**config.mk**
```make
export PLATFORM = sky130hd
export DESIGN_NAME = bhec_core
export DESIGN_NICKNAME = d
export VERILOG_FILES = /design/src/bhec_pkg.sv /design/src/bhec_core.sv /design/src/bhec_fifo.sv
export SDC_FILE = /design/constraint.sdc
export NUM_CORES = 2
export LEC_CHECK = 0
export ABC_AREA = 1
export ABC_CLOCK_PERIOD_IN_PS = 14650
export BUFFER_PORTS_ARGS = -buffer_cell sky130_fd_sc_hd__buf_2
export CAP_MARGIN = 40
export CORE_ASPECT_RATIO = 0.7
export CORE_MARGIN = 5
export CORE_UTILIZATION = 62
export DETAILED_ROUTE_END_ITERATION = 8
export GPL_TIMING_DRIVEN = 0
export PLACE_DENSITY = 0.79
export SLEW_MARGIN = 20
export SYNTH_ARGS = -nofsm -noshare
export SYNTH_HDL_FRONTEND = slang
export SYNTH_SLANG_ARGS = --single-unit
```
**constraint.sdc**
```tcl
create_clock -name clk -period 14.65 [get_ports clk]
set_input_delay 2.93 -clock clk [delete_from_list [all_inputs] [get_ports clk]]
set_output_delay 2.93 -clock clk [all_outputs]
set_load 0.02 [all_outputs]
```
**src/bhec_pkg.sv**
```systemverilog
package bhec_pkg;
	localparam int SAMPLE_W        = 16;
	localparam int ADDR_W          = 4;
	localparam int DATA_W          = 8;
	localparam int FIFO_DEPTH      = 16;
	localparam int CONV_DIV        = 256;
	localparam int DECIM           = 64;
	localparam int DECIM_W         = 6;
	localparam int HARM_LATENCY    = 3;
	localparam int LP_SHIFT        = 6;
	localparam int SUB_SHIFT       = LP_SHIFT - 1;
	localparam int ENV_SHIFT       = 2;
	localparam int DIVN_W          = 4;
	localparam int DIVCNT_W        = 12;
	localparam int INTENS_W        = 6;
	localparam int CLK_PERIOD_NS   = 40;

	localparam logic [ADDR_W-1:0] REG_CTRL      = 4'h0;
	localparam logic [ADDR_W-1:0] REG_INTENSITY = 4'h1;
	localparam logic [ADDR_W-1:0] REG_DIVIDER   = 4'h2;
	localparam logic [ADDR_W-1:0] REG_STATUS    = 4'h3;

	localparam int CTRL_OFF_BIT    = 7;
	localparam int CTRL_SUB_BIT    = 3;
	localparam int INTENS_LSB      = 2;
	localparam int DIVN_LSB        = 4;
	localparam int STAT_INRDY_BIT  = 0;
	localparam int STAT_OUTV_BIT   = 1;
	localparam int STAT_PHASE_LSB  = 2;

	localparam logic [INTENS_W-1:0] INTENS_FULL  = 6'h3f;
	localparam logic [INTENS_W-1:0] INTENS_3Q    = 6'h2f;
	localparam logic [INTENS_W-1:0] INTENS_HALF  = 6'h1f;
	localparam logic [DIVN_W-1:0]   DIVN_RESET   = 4'h1;
	localparam logic [DIVN_W-1:0]   DIVN_MIN     = 4'h1;
	localparam logic [DIVN_W-1:0]   DIVN_MAX     = 4'ha;
	localparam logic [DECIM_W-1:0]  DECIM_LAST   = 6'h3f;
	localparam logic [DIVCNT_W-1:0] DIVCNT_CONV  = 12'hff;
endpackage

```
**src/bhec_core.sv**
```systemverilog
`timescale 1ns/1ns
module bhec_core #(
	parameter int W = bhec_pkg::SAMPLE_W
) (
	input  wire logic                        clk,
	input  wire logic                        reset,
	input  wire logic [bhec_pkg::ADDR_W-1:0] reg_addr,
	input  wire logic [bhec_pkg::DATA_W-1:0] reg_wdata,
	input  wire logic                        reg_write,
	input  wire logic                        reg_read,
	output logic      [bhec_pkg::DATA_W-1:0] reg_rdata,
	input  wire logic                        sda_in,
	input  wire logic                        scl_in,
	input  wire logic        [W-1:0]         in_left,
	input  wire logic        [W-1:0]         in_right,
	input  wire logic                        in_valid,
	output logic                             in_ready,
	output logic             [W-1:0]         out_left,
	output logic             [W-1:0]         out_right,
	output logic             [W-1:0]         out_sub,
	output logic                             out_valid,
	input  wire logic                        out_ready
);
	import bhec_pkg::*;

	localparam int XW = W + 2;
	localparam int PW = XW + INTENS_W + 1;
	localparam int IW = XW + DECIM_W + 2;

	function automatic logic [W-1:0] sat(input logic signed [XW:0] v);
		logic signed [XW:0] hi;
		logic signed [XW:0] lo;
		hi = (XW+1)'((1 <<< (W - 1)) - 1);
		lo = -hi - (XW+1)'(1);
		if (v > hi) begin
			sat = hi[W-1:0];
		end else if (v < lo) begin
			sat = lo[W-1:0];
		end else begin
			sat = v[W-1:0];
		end
	endfunction

	logic                 reset_d_reg;
	logic                 sda_meta_reg;
	logic                 sda_sync_reg;
	logic                 scl_meta_reg;
	logic                 scl_sync_reg;
	logic [INTENS_W-1:0]  intensity_reg;
	logic [DIVN_W-1:0]    div_n_reg;
	logic                 sub_en_reg;
	logic                 fx_off_reg;
	logic [DATA_W-1:0]    rdata_reg;
	logic [DATA_W-1:0]    rdata_next;
	logic [DIVCNT_W-1:0]  div_cnt_reg;
	logic [DIVN_W-1:0]    div_rep_reg;
	logic [DECIM_W-1:0]   dec_cnt_reg;
	logic signed [XW-1:0] lpf_reg;
	logic signed [XW-1:0] sub_reg;
	logic signed [XW-1:0] dec_s1_reg;
	logic signed [XW-1:0] env_reg;
	logic signed [XW-1:0] harm_s2_reg;
	logic signed [XW-1:0] harm_s3_reg;
	logic signed [XW-1:0] interp_prev_reg;

	wire                  release_edge;
	wire [INTENS_W-1:0]   strap_level;
	wire                  conv_tick;
	wire                  fifo_ready;
	wire                  take;
	wire                  dsp_tick;
	wire                  wr_sel_ctrl;
	wire                  wr_sel_int;
	wire                  wr_sel_div;
	wire [DIVN_W-1:0]     wr_div_val;
	wire                  wr_div_ok;
	wire signed [XW-1:0]  left_x;
	wire signed [XW-1:0]  right_x;
	wire signed [XW-1:0]  mono;
	wire signed [XW-1:0]  lpf_step;
	wire signed [XW-1:0]  sub_step;
	wire signed [XW-1:0]  rect;
	wire signed [XW-1:0]  env_step;
	wire signed [XW-1:0]  harm_next;
	wire signed [PW-1:0]  scaled_prod;
	wire signed [PW-1:0]  scaled_next;
	wire signed [XW-1:0]  scaled_cut;
	wire signed [IW-1:0]  interp_diff;
	wire signed [IW-1:0]  interp_ramp;
	wire signed [XW:0]    interp;
	wire signed [XW:0]    low_half;
	wire signed [XW:0]    mix_left;
	wire signed [XW:0]    mix_right;
	wire [W-1:0]          wr_left;
	wire [W-1:0]          wr_right;
	wire [W-1:0]          wr_sub;

	// Pin straps come from another domain; only the second stage is read by logic.
	always_ff @(posedge clk) begin
		sda_meta_reg <= sda_in;
		sda_sync_reg <= sda_meta_reg;
		scl_meta_reg <= scl_in;
		scl_sync_reg <= scl_meta_reg;
	end

	assign release_edge = reset_d_reg && !reset;
	assign strap_level  = (sda_sync_reg && !scl_sync_reg) ? INTENS_3Q :
	                      (!sda_sync_reg && scl_sync_reg) ? INTENS_HALF : INTENS_FULL;

	assign wr_sel_ctrl = reg_write && (reg_addr == REG_CTRL);
	assign wr_sel_int  = reg_write && (reg_addr == REG_INTENSITY);
	assign wr_sel_div  = reg_write && (reg_addr == REG_DIVIDER);
	assign wr_div_val  = reg_wdata[DIVN_LSB +: DIVN_W];
	// Values outside the legal range are dropped so the rate chain never divides by zero.
	assign wr_div_ok   = (wr_div_val >= DIVN_MIN) && (wr_div_val <= DIVN_MAX);

	always_ff @(posedge clk) begin
		if (reset) begin
			reset_d_reg   <= 1'b1;
			intensity_reg <= INTENS_FULL;
			div_n_reg     <= DIVN_RESET;
			sub_en_reg    <= 1'b0;
			fx_off_reg    <= 1'b0;
			rdata_reg     <= '0;
		end else begin
			reset_d_reg <= 1'b0;
			rdata_reg   <= reg_read ? rdata_next : '0;
			if (release_edge) begin
				intensity_reg <= strap_level;
			end else if (wr_sel_int) begin
				intensity_reg <= reg_wdata[INTENS_LSB +: INTENS_W];
			end
			if (wr_sel_div && wr_div_ok) begin
				div_n_reg <= wr_div_val;
			end
			if (wr_sel_ctrl) begin
				sub_en_reg <= reg_wdata[CTRL_SUB_BIT];
				fx_off_reg <= reg_wdata[CTRL_OFF_BIT];
			end
		end
	end

	assign rdata_next = (reg_addr == REG_CTRL) ?
	                    DATA_W'({fx_off_reg, 3'h0, sub_en_reg, 3'h0}) :
	                    (reg_addr == REG_INTENSITY) ? DATA_W'({intensity_reg, 2'h0}) :
	                    (reg_addr == REG_DIVIDER) ? DATA_W'({div_n_reg, 4'h0}) :
	                    (reg_addr == REG_STATUS) ? DATA_W'({dec_cnt_reg, out_valid, fifo_ready}) : '0;
	assign reg_rdata  = rdata_reg;

	// One converter sample slot every n x 256 clocks; the corner sits at 1/400 of that rate.
	always_ff @(posedge clk) begin
		if (reset) begin
			div_cnt_reg <= '0;
			div_rep_reg <= '0;
		end else if (div_cnt_reg != DIVCNT_CONV) begin
			div_cnt_reg <= div_cnt_reg + DIVCNT_W'(1);
		end else begin
			div_cnt_reg <= '0;
			div_rep_reg <= (div_rep_reg + DIVN_W'(1) >= div_n_reg) ? '0 : div_rep_reg + DIVN_W'(1);
		end
	end

	assign conv_tick = (div_cnt_reg == DIVCNT_CONV) && (div_rep_reg + DIVN_W'(1) >= div_n_reg);
	assign in_ready  = conv_tick && fifo_ready;
	assign take      = in_ready && in_valid;
	assign dsp_tick  = take && (dec_cnt_reg == DECIM_LAST);

	assign left_x   = XW'(signed'(in_left));
	assign right_x  = XW'(signed'(in_right));
	assign mono     = left_x + right_x;
	assign lpf_step = (mono - lpf_reg) >>> LP_SHIFT;
	assign sub_step = (mono - sub_reg) >>> SUB_SHIFT;

	// Full-wave rectification creates the harmonic series; the envelope removes its offset.
	assign rect      = dec_s1_reg[XW-1] ? -dec_s1_reg : dec_s1_reg;
	assign env_step  = (rect - env_reg) >>> ENV_SHIFT;
	assign harm_next = rect - env_reg;

	assign scaled_prod = PW'(harm_s2_reg) * PW'(signed'({1'b0, intensity_reg}));
	// A signed divisor keeps negative harmonics from being divided as large unsigned numbers.
	assign scaled_next = scaled_prod / signed'(PW'(INTENS_FULL));
	assign scaled_cut  = scaled_next[XW-1:0];

	// Linear ramp from the previous to the newest harmonic sample across one decimation frame.
	assign interp_diff = IW'(harm_s3_reg) - IW'(interp_prev_reg);
	assign interp_ramp = (interp_diff * IW'(signed'({1'b0, dec_cnt_reg}))) >>> DECIM_W;
	assign interp      = (XW+1)'(interp_prev_reg) + (XW+1)'(interp_ramp);

	assign low_half  = (XW+1)'(lpf_reg >>> 1);
	assign mix_left  = (XW+1)'(left_x) - low_half + interp;
	assign mix_right = (XW+1)'(right_x) - low_half + interp;
	assign wr_left   = fx_off_reg ? in_left : sat(mix_left);
	assign wr_right  = fx_off_reg ? in_right : sat(mix_right);
	assign wr_sub    = sub_en_reg ? sat((XW+1)'(sub_reg >>> 1)) : '0;

	always_ff @(posedge clk) begin
		if (reset) begin
			dec_cnt_reg <= '0;
			lpf_reg     <= '0;
			sub_reg     <= '0;
		end else if (take) begin
			dec_cnt_reg <= dec_cnt_reg + DECIM_W'(1);
			lpf_reg     <= lpf_reg + lpf_step;
			sub_reg     <= sub_reg + sub_step;
		end
	end

	// Three reduced-rate stages: decimated sample, harmonic, scaled harmonic.
	always_ff @(posedge clk) begin
		if (reset) begin
			dec_s1_reg      <= '0;
			env_reg         <= '0;
			harm_s2_reg     <= '0;
			harm_s3_reg     <= '0;
			interp_prev_reg <= '0;
		end else if (dsp_tick) begin
			dec_s1_reg      <= lpf_reg + lpf_step;
			env_reg         <= env_reg + env_step;
			harm_s2_reg     <= harm_next;
			harm_s3_reg     <= scaled_cut;
			interp_prev_reg <= harm_s3_reg;
		end
	end

	bhec_fifo #(
		.WIDTH (3 * W),
		.DEPTH (FIFO_DEPTH)
	) u_out_fifo (
		.clk       (clk),
		.reset     (reset),
		.in_data   ({wr_sub, wr_right, wr_left}),
		.in_valid  (take),
		.in_ready  (fifo_ready),
		.out_data  ({out_sub, out_right, out_left}),
		.out_valid (out_valid),
		.out_ready (out_ready)
	);

	a_strap_intensity: assert property (@(posedge clk) disable iff (reset)
		release_edge |=> intensity_reg == $past(strap_level))
		else $error("intensity not taken from pins at reset exit");
	a_divider_default: assert property (@(posedge clk) disable iff (reset)
		$past(reset) |-> div_n_reg == DIVN_RESET && !sub_en_reg && div_cnt_reg == '0)
		else $error("divider or subwoofer state wrong after reset");
	a_divider_range: assert property (@(posedge clk) disable iff (reset)
		div_n_reg >= DIVN_MIN && div_n_reg <= DIVN_MAX)
		else $error("divider outside 1 to 10");
	a_effect_default: assert property (@(posedge clk) disable iff (reset)
		$past(reset) |-> !fx_off_reg && intensity_reg == INTENS_FULL)
		else $error("processing not in its normal state after reset");
	a_intensity_write: assert property (@(posedge clk) disable iff (reset)
		wr_sel_int && !release_edge |=> intensity_reg == INTENS_W'($past(reg_wdata) >> INTENS_LSB))
		else $error("intensity write not taken from the upper data bits");
	a_divider_hold: assert property (@(posedge clk) disable iff (reset)
		wr_sel_div && !wr_div_ok |=> $stable(div_n_reg))
		else $error("illegal divider value was accepted");
	// Read data stand for exactly one cycle; an idle bus must read back zero.
	a_read_idle: assert property (@(posedge clk) disable iff (reset)
		!reg_read |=> reg_rdata == '0)
		else $error("read data present without a read strobe");
	// The decimated sample equals the filter state that the same take produced.
	a_decim_frame: assert property (@(posedge clk) disable iff (reset)
		dsp_tick |=> dec_cnt_reg == '0 && dec_s1_reg == lpf_reg)
		else $error("decimation frame misaligned");
	a_harm_pipeline: assert property (@(posedge clk) disable iff (reset)
		dsp_tick |=> harm_s3_reg == $past(scaled_cut) && interp_prev_reg == $past(harm_s3_reg))
		else $error("harmonic pipeline did not advance");
	// At full intensity the scaling must be an exact identity, for either sign of the harmonic.
	a_scale_full: assert property (@(posedge clk) disable iff (reset)
		dsp_tick && intensity_reg == INTENS_FULL |=> harm_s3_reg == $past(harm_s2_reg))
		else $error("harmonic scaling wrong at full intensity");
	a_sub_disabled: assert property (@(posedge clk) disable iff (reset)
		take && !sub_en_reg |-> wr_sub == '0)
		else $error("subwoofer output active while disabled");
	a_conv_rate: assert property (@(posedge clk) disable iff (reset)
		conv_tick && div_n_reg == DIVN_MIN |-> ##1 !conv_tick [*8])
		else $error("converter slots too close together");
	a_mono_filter: assert property (@(posedge clk) disable iff (reset)
		take |=> lpf_reg == $past(lpf_reg) + (($past(left_x) + $past(right_x) - $past(lpf_reg)) >>> LP_SHIFT))
		else $error("low-pass not fed by mono sum");
	a_no_take_stalled: assert property (@(posedge clk)
		reset |=> !in_ready && !out_valid)
		else $error("sample slot or output open while in reset");
endmodule

```
**src/bhec_fifo.sv**
```systemverilog
`timescale 1ns/1ns
module bhec_fifo #(
	parameter int WIDTH = 48,
	parameter int DEPTH = 16
) (
	input  wire logic             clk,
	input  wire logic             reset,
	input  wire logic [WIDTH-1:0] in_data,
	input  wire logic             in_valid,
	output logic                  in_ready,
	output logic      [WIDTH-1:0] out_data,
	output logic                  out_valid,
	input  wire logic             out_ready
);
	localparam int PW = $clog2(DEPTH);
	localparam int CW = PW + 1;
	localparam logic [CW-1:0] FULL_COUNT = CW'(DEPTH - 1);

	logic [WIDTH-1:0] mem [DEPTH];
	logic [PW-1:0]    wr_ptr_reg;
	logic [PW-1:0]    rd_ptr_reg;
	logic [CW-1:0]    count_reg;
	logic [CW-1:0]    count_next;
	logic [WIDTH-1:0] out_data_reg;
	logic             out_valid_reg;
	wire              push;
	wire              pop;

	// The output register is one of the DEPTH places, so the memory stops one word short of DEPTH.
	assign in_ready   = (count_reg != FULL_COUNT);
	assign push       = in_valid && in_ready;
	assign pop        = (count_reg != '0) && (!out_valid_reg || out_ready);
	assign count_next = count_reg + (push ? CW'(1) : CW'(0)) - (pop ? CW'(1) : CW'(0));
	assign out_data   = out_data_reg;
	assign out_valid  = out_valid_reg;

	always_ff @(posedge clk) begin
		if (push) begin
			mem[wr_ptr_reg] <= in_data;
		end
	end

	always_ff @(posedge clk) begin
		if (reset) begin
			wr_ptr_reg    <= '0;
			rd_ptr_reg    <= '0;
			count_reg     <= '0;
			out_valid_reg <= 1'b0;
			out_data_reg  <= '0;
		end else begin
			count_reg <= count_next;
			if (push) begin
				wr_ptr_reg <= (wr_ptr_reg == PW'(DEPTH - 1)) ? '0 : wr_ptr_reg + PW'(1);
			end
			if (pop) begin
				rd_ptr_reg    <= (rd_ptr_reg == PW'(DEPTH - 1)) ? '0 : rd_ptr_reg + PW'(1);
				out_data_reg  <= mem[rd_ptr_reg];
				out_valid_reg <= 1'b1;
			end else if (out_ready) begin
				out_valid_reg <= 1'b0;
			end
		end
	end

	a_fifo_full_stall: assert property (@(posedge clk) disable iff (reset)
		!in_ready |-> out_valid && count_reg == FULL_COUNT)
		else $error("fifo refused data while not full");
	a_fifo_hold_out: assert property (@(posedge clk) disable iff (reset)
		out_valid && !out_ready |=> out_valid && $stable(out_data))
		else $error("fifo output changed while stalled");
endmodule

```
==> flow_summary.json <==
{
  "cts_made_buffers": 93,
  "ff2ff_path_depth": 114,
  "antenna_found_initial": 19,
  "fmax_mhz": 67.0,
  "cp_slowest_cell": "fa_1",
  "synth-seq-area-share_pct": 46.2,
  "required_ns": 15.21,
  "yosys.area_share.adder_pct": 12.9,
  "port_buffers": 107,
  "skew_ns": 0.0463,
  "total_power_mw": 8.56,
  "syn-instance-count": 6477,
  "num_vias": 51800,
  "num_rows": 95,
  "synth_compound_area_share_pct": 13.1,
  "cp_num_buf_inv": 14,
  "final_area_mm2": 0.0703,
  "drive_above_1_share_pct": 17.0,
  "peakVddDrop_uv": 114,
  "wire_per_inst_um": 23.5,
  "htree_num_levels": 3,
  "holdPathEnd": "sda_sync_reg",
  "die_height_um": 271,
  "failed_checks": "negative setup slack",
  "async_flop_share_pct": 0,
  "timing.rr.start": "intensity_reg[2]",
  "clock-root-buffer": "clkbuf_16",
  "worstHoldStart": "sda_meta_reg",
  "largest_reg_flops": 768,
  "rrSetupSlack_ns": -0.28,
  "grt_max_degree": 21,
  "synthFlopType": "edfxtp_1",
  "dp_cells": 7919,
  "path_clk_slew_ns": 0.06,
  "grt_pass1_wl_mm": 282,
  "cp-end-kind": "register",
  "power_density_mw_per_mm2": 122,
  "finalHoldViolCount": 0,
  "postRouteAntennaNets": 0,
  "period_share_pct": 102,
  "drc": 0,
  "ys_types": 73,
  "maxSlewViolCount": 0,
  "pin_count": 110,
  "synth.avg_cell_area_um2": 9.29,
  "period_needed_ns": 14.93,
  "vias_per_cell": 6.28,
  "first_iter_violations": 7635,
  "yosys_warnings": 0,
  "setup_viol": 17,
  "critPathMaxStageDelay_ns": 0.55,
  "cp-start-kind": "register",
  "final_cells": 8245,
  "firstDrtPassIters": 6,
  "start_util_pct": 62.6,
  "cp.arrival_ns": 15.49,
  "syn_area_mm2": 0.0602,
  "yosys_register_bits": 1003,
  "slew_headroom_pct": 37.0,
  "grt.total_usage_pct": 35.5,
  "finalNetCount": 7441,
  "rsz0062_at_grt": "true",
  "final_util_pct": 73.1,
  "worstSkewPairLatency_ns": 0.72,
  "place.gp.congestion": 0.956,
  "worstHoldPathCells": 0,
  "hold_class": "reg2reg",
  "critical_path.max_fanout": 6,
  "critPathKind": "reg2reg",
  "synth_edf_count": 768,
  "cts_tree": "built",
  "fill_cells": 6457,
  "worstMarginPinSlew_ns": 0.946,
  "areaGrowthSynthToFinish_pct": 16.8,
  "clkSinkCount": 1003,
  "dpl-instance-area_mm2": 0.0637,
  "drt-total-wl_mm": 194,
  "total_leakage_power_nw": 30.9,
  "synth_top_family_by_area": "simple AND/OR/NAND/NOR gates",
  "timing.final.ws_setup_ns": -0.276,
  "die_area_mm2": 0.103,
  "cp_top_family": "simple AND/OR/NAND/NOR gates",
  "cts_max_path_buffers": 3,
  "overflow": 0,
  "yosys.area_share.simple_pct": 17.6,
  "synth.area.mux_share_pct": 0,
  "grt_pass1_vias": 47700,
  "outcome": "finished, violations left",
  "syn-num-nets": 7034,
  "die_x_um": 382,
  "core_area_mm2": 0.0962,
  "dpl.hpwl_mm": 142,
  "drv_cap": 0,
  "crit_top_cell": "nand2_4",
  "synthXorXnorAreaFrac_pct": 3.12,
  "hold_buffers": 0,
  "reg2reg_to": "harm_s3_reg[14]"
}
routing by layer:
metal | up-vias | track usage (%) | share of wire, %
met1 | 24500 | 54.2 | 40
met3 | 460 | 13.4 | 18
li1 | 22700 | - | -
met5 | - | 0 | 0.014
met2 | 4078 | 47.1 | 39
met4 | 4 | 9.73 | 3.0
final cells by class:
cell class,count,area [um2],share of cell area [%]
sequential,1003,27800,39.5
antenna,19,47.5,0.0676
tap,1261,1580,2.24
timing repair buffer,315,2900,4.13
buffer,254,1150,1.64
timing repair inverter,1,8.76,0.0125
inverter,838,3200,4.56
multi-input combinational,4378,30300,43.1
clock inverter,45,688,0.979
clock buffer,131,2650,3.77
how the worst max path moves through the flow:
| stage | slack [ns] | end | depth (start not counted) | startpoint |
|---|---|---|---|---|
| finish | -0.28 | harm_s3_reg[14] | 114 | intensity_reg[2] |
| global route | -1.04 | harm_s3_reg[14] | 119 | intensity_reg[2] |
| CTS | 0.002 | harm_s3_reg[17] | 123 | intensity_reg[3] |
| detailed placement | -1.60 | harm_s3_reg[17] | 120 | intensity_reg[2] |
| global placement | -1.24 | harm_s3_reg[10] | 113 | intensity_reg[2] |
| floorplan | 1.57 | harm_s3_reg[15] | 118 | intensity_reg[2] |
where the power goes:
part           internal [mW]  switching (mW)
registers               3.26          0.0448
logic                  0.747            1.87
clock network           1.51            1.13
timing repair:
| item | CTS | global route |
|---|---|---|
| resized for setup | 96 | 408 |
| setup endpoints to repair | 18 | 18 |
| gates cloned | 0 | 3 |
| buffers inserted | 20 | 99 |
| pin swaps | 28 | 224 |
stage by stage:
step / setup slack [ns] / TNS [ns] / hold slack, ns
after floorplan: 1.57 / 0 / 0.310
after global placement: -1.24 / -19.72 / 0.318
after detailed placement: -1.60 / -26.03 / 0.314
after CTS: 0.00242 / 0 / 0.345
after global routing: -1.04 / -16.75 / 0.361
final: -0.276 / -2.80 / 0.337
synth_stat cells, types with 37 or more instances:
cell,n,share of area (%)
nor2_1,1076,6.7
inv_1,783,4.9
edfxtp_1,768,38
nand2_1,687,4.3
o21ai_0,519,4.3
a21oi_1,368,3.1
ha_1,310,6.4
dfxtp_1,235,7.8
clkbuf_1,226,1.4
o32ai_1,204,3.0
fa_1,195,6.5
nand3_1,179,1.5
xor2_1,139,2.0
nand2_2,125,1.3
xnor2_1,75,1.1
o21bai_1,66,0.82
nand2_4,46,0.86
inv_2,41,0.26
nor2_2,40,0.42
o21ai_1,39,0.32
nand4_1,37,0.38
o22ai_1,37,0.38
layout by cell type (no fill, tap or decap), types with 15 or more instances in the layout:
cell and instances:
buf_8 17, nand2_2 149, nand3_4 28, nor2_4 65, nand3_1 138, ha_1 291, nand3_2 51, clkbuf_16 97
buf_6 39, o21ai_0 510, nor2_1 1033, inv_1 757, diode_2 19, nor3_1 25, nand2_4 100, o21ai_1 21
o21bai_1 66, dfxtp_1 222, nor2_2 35, a21o_1 15, xor2_1 135, ha_4 18, o22ai_1 37, buf_1 16
o21ai_2 30, nand2_1 597, buf_2 111, xnor2_1 75, a21oi_1 319, nand4_1 37, o32ai_1 204, buf_12 28
buf_4 119, edfxtp_1 768, clkbuf_1 238, fa_1 190, clkbuf_8 21, a21oi_2 48, or2_2 24, inv_2 63
kinds of logic (layout without fill, tap and decap cells):
| family | Yosys count | count (layout) |
|---|---|---|
| AOI/OAI and AO/OA | 1319 | 1319 |
| xor gates and xnor gates | 214 | 214 |
| adders and majority gates | 505 | 505 |
| buffers and inverters | 1096 | 1584 |
| DFF | 1003 | 1003 |
| other | 0 | 19 |
| and+or+nand+nor | 2340 | 2340 |
No activity file was read; power rests on OpenSTA's default activity.
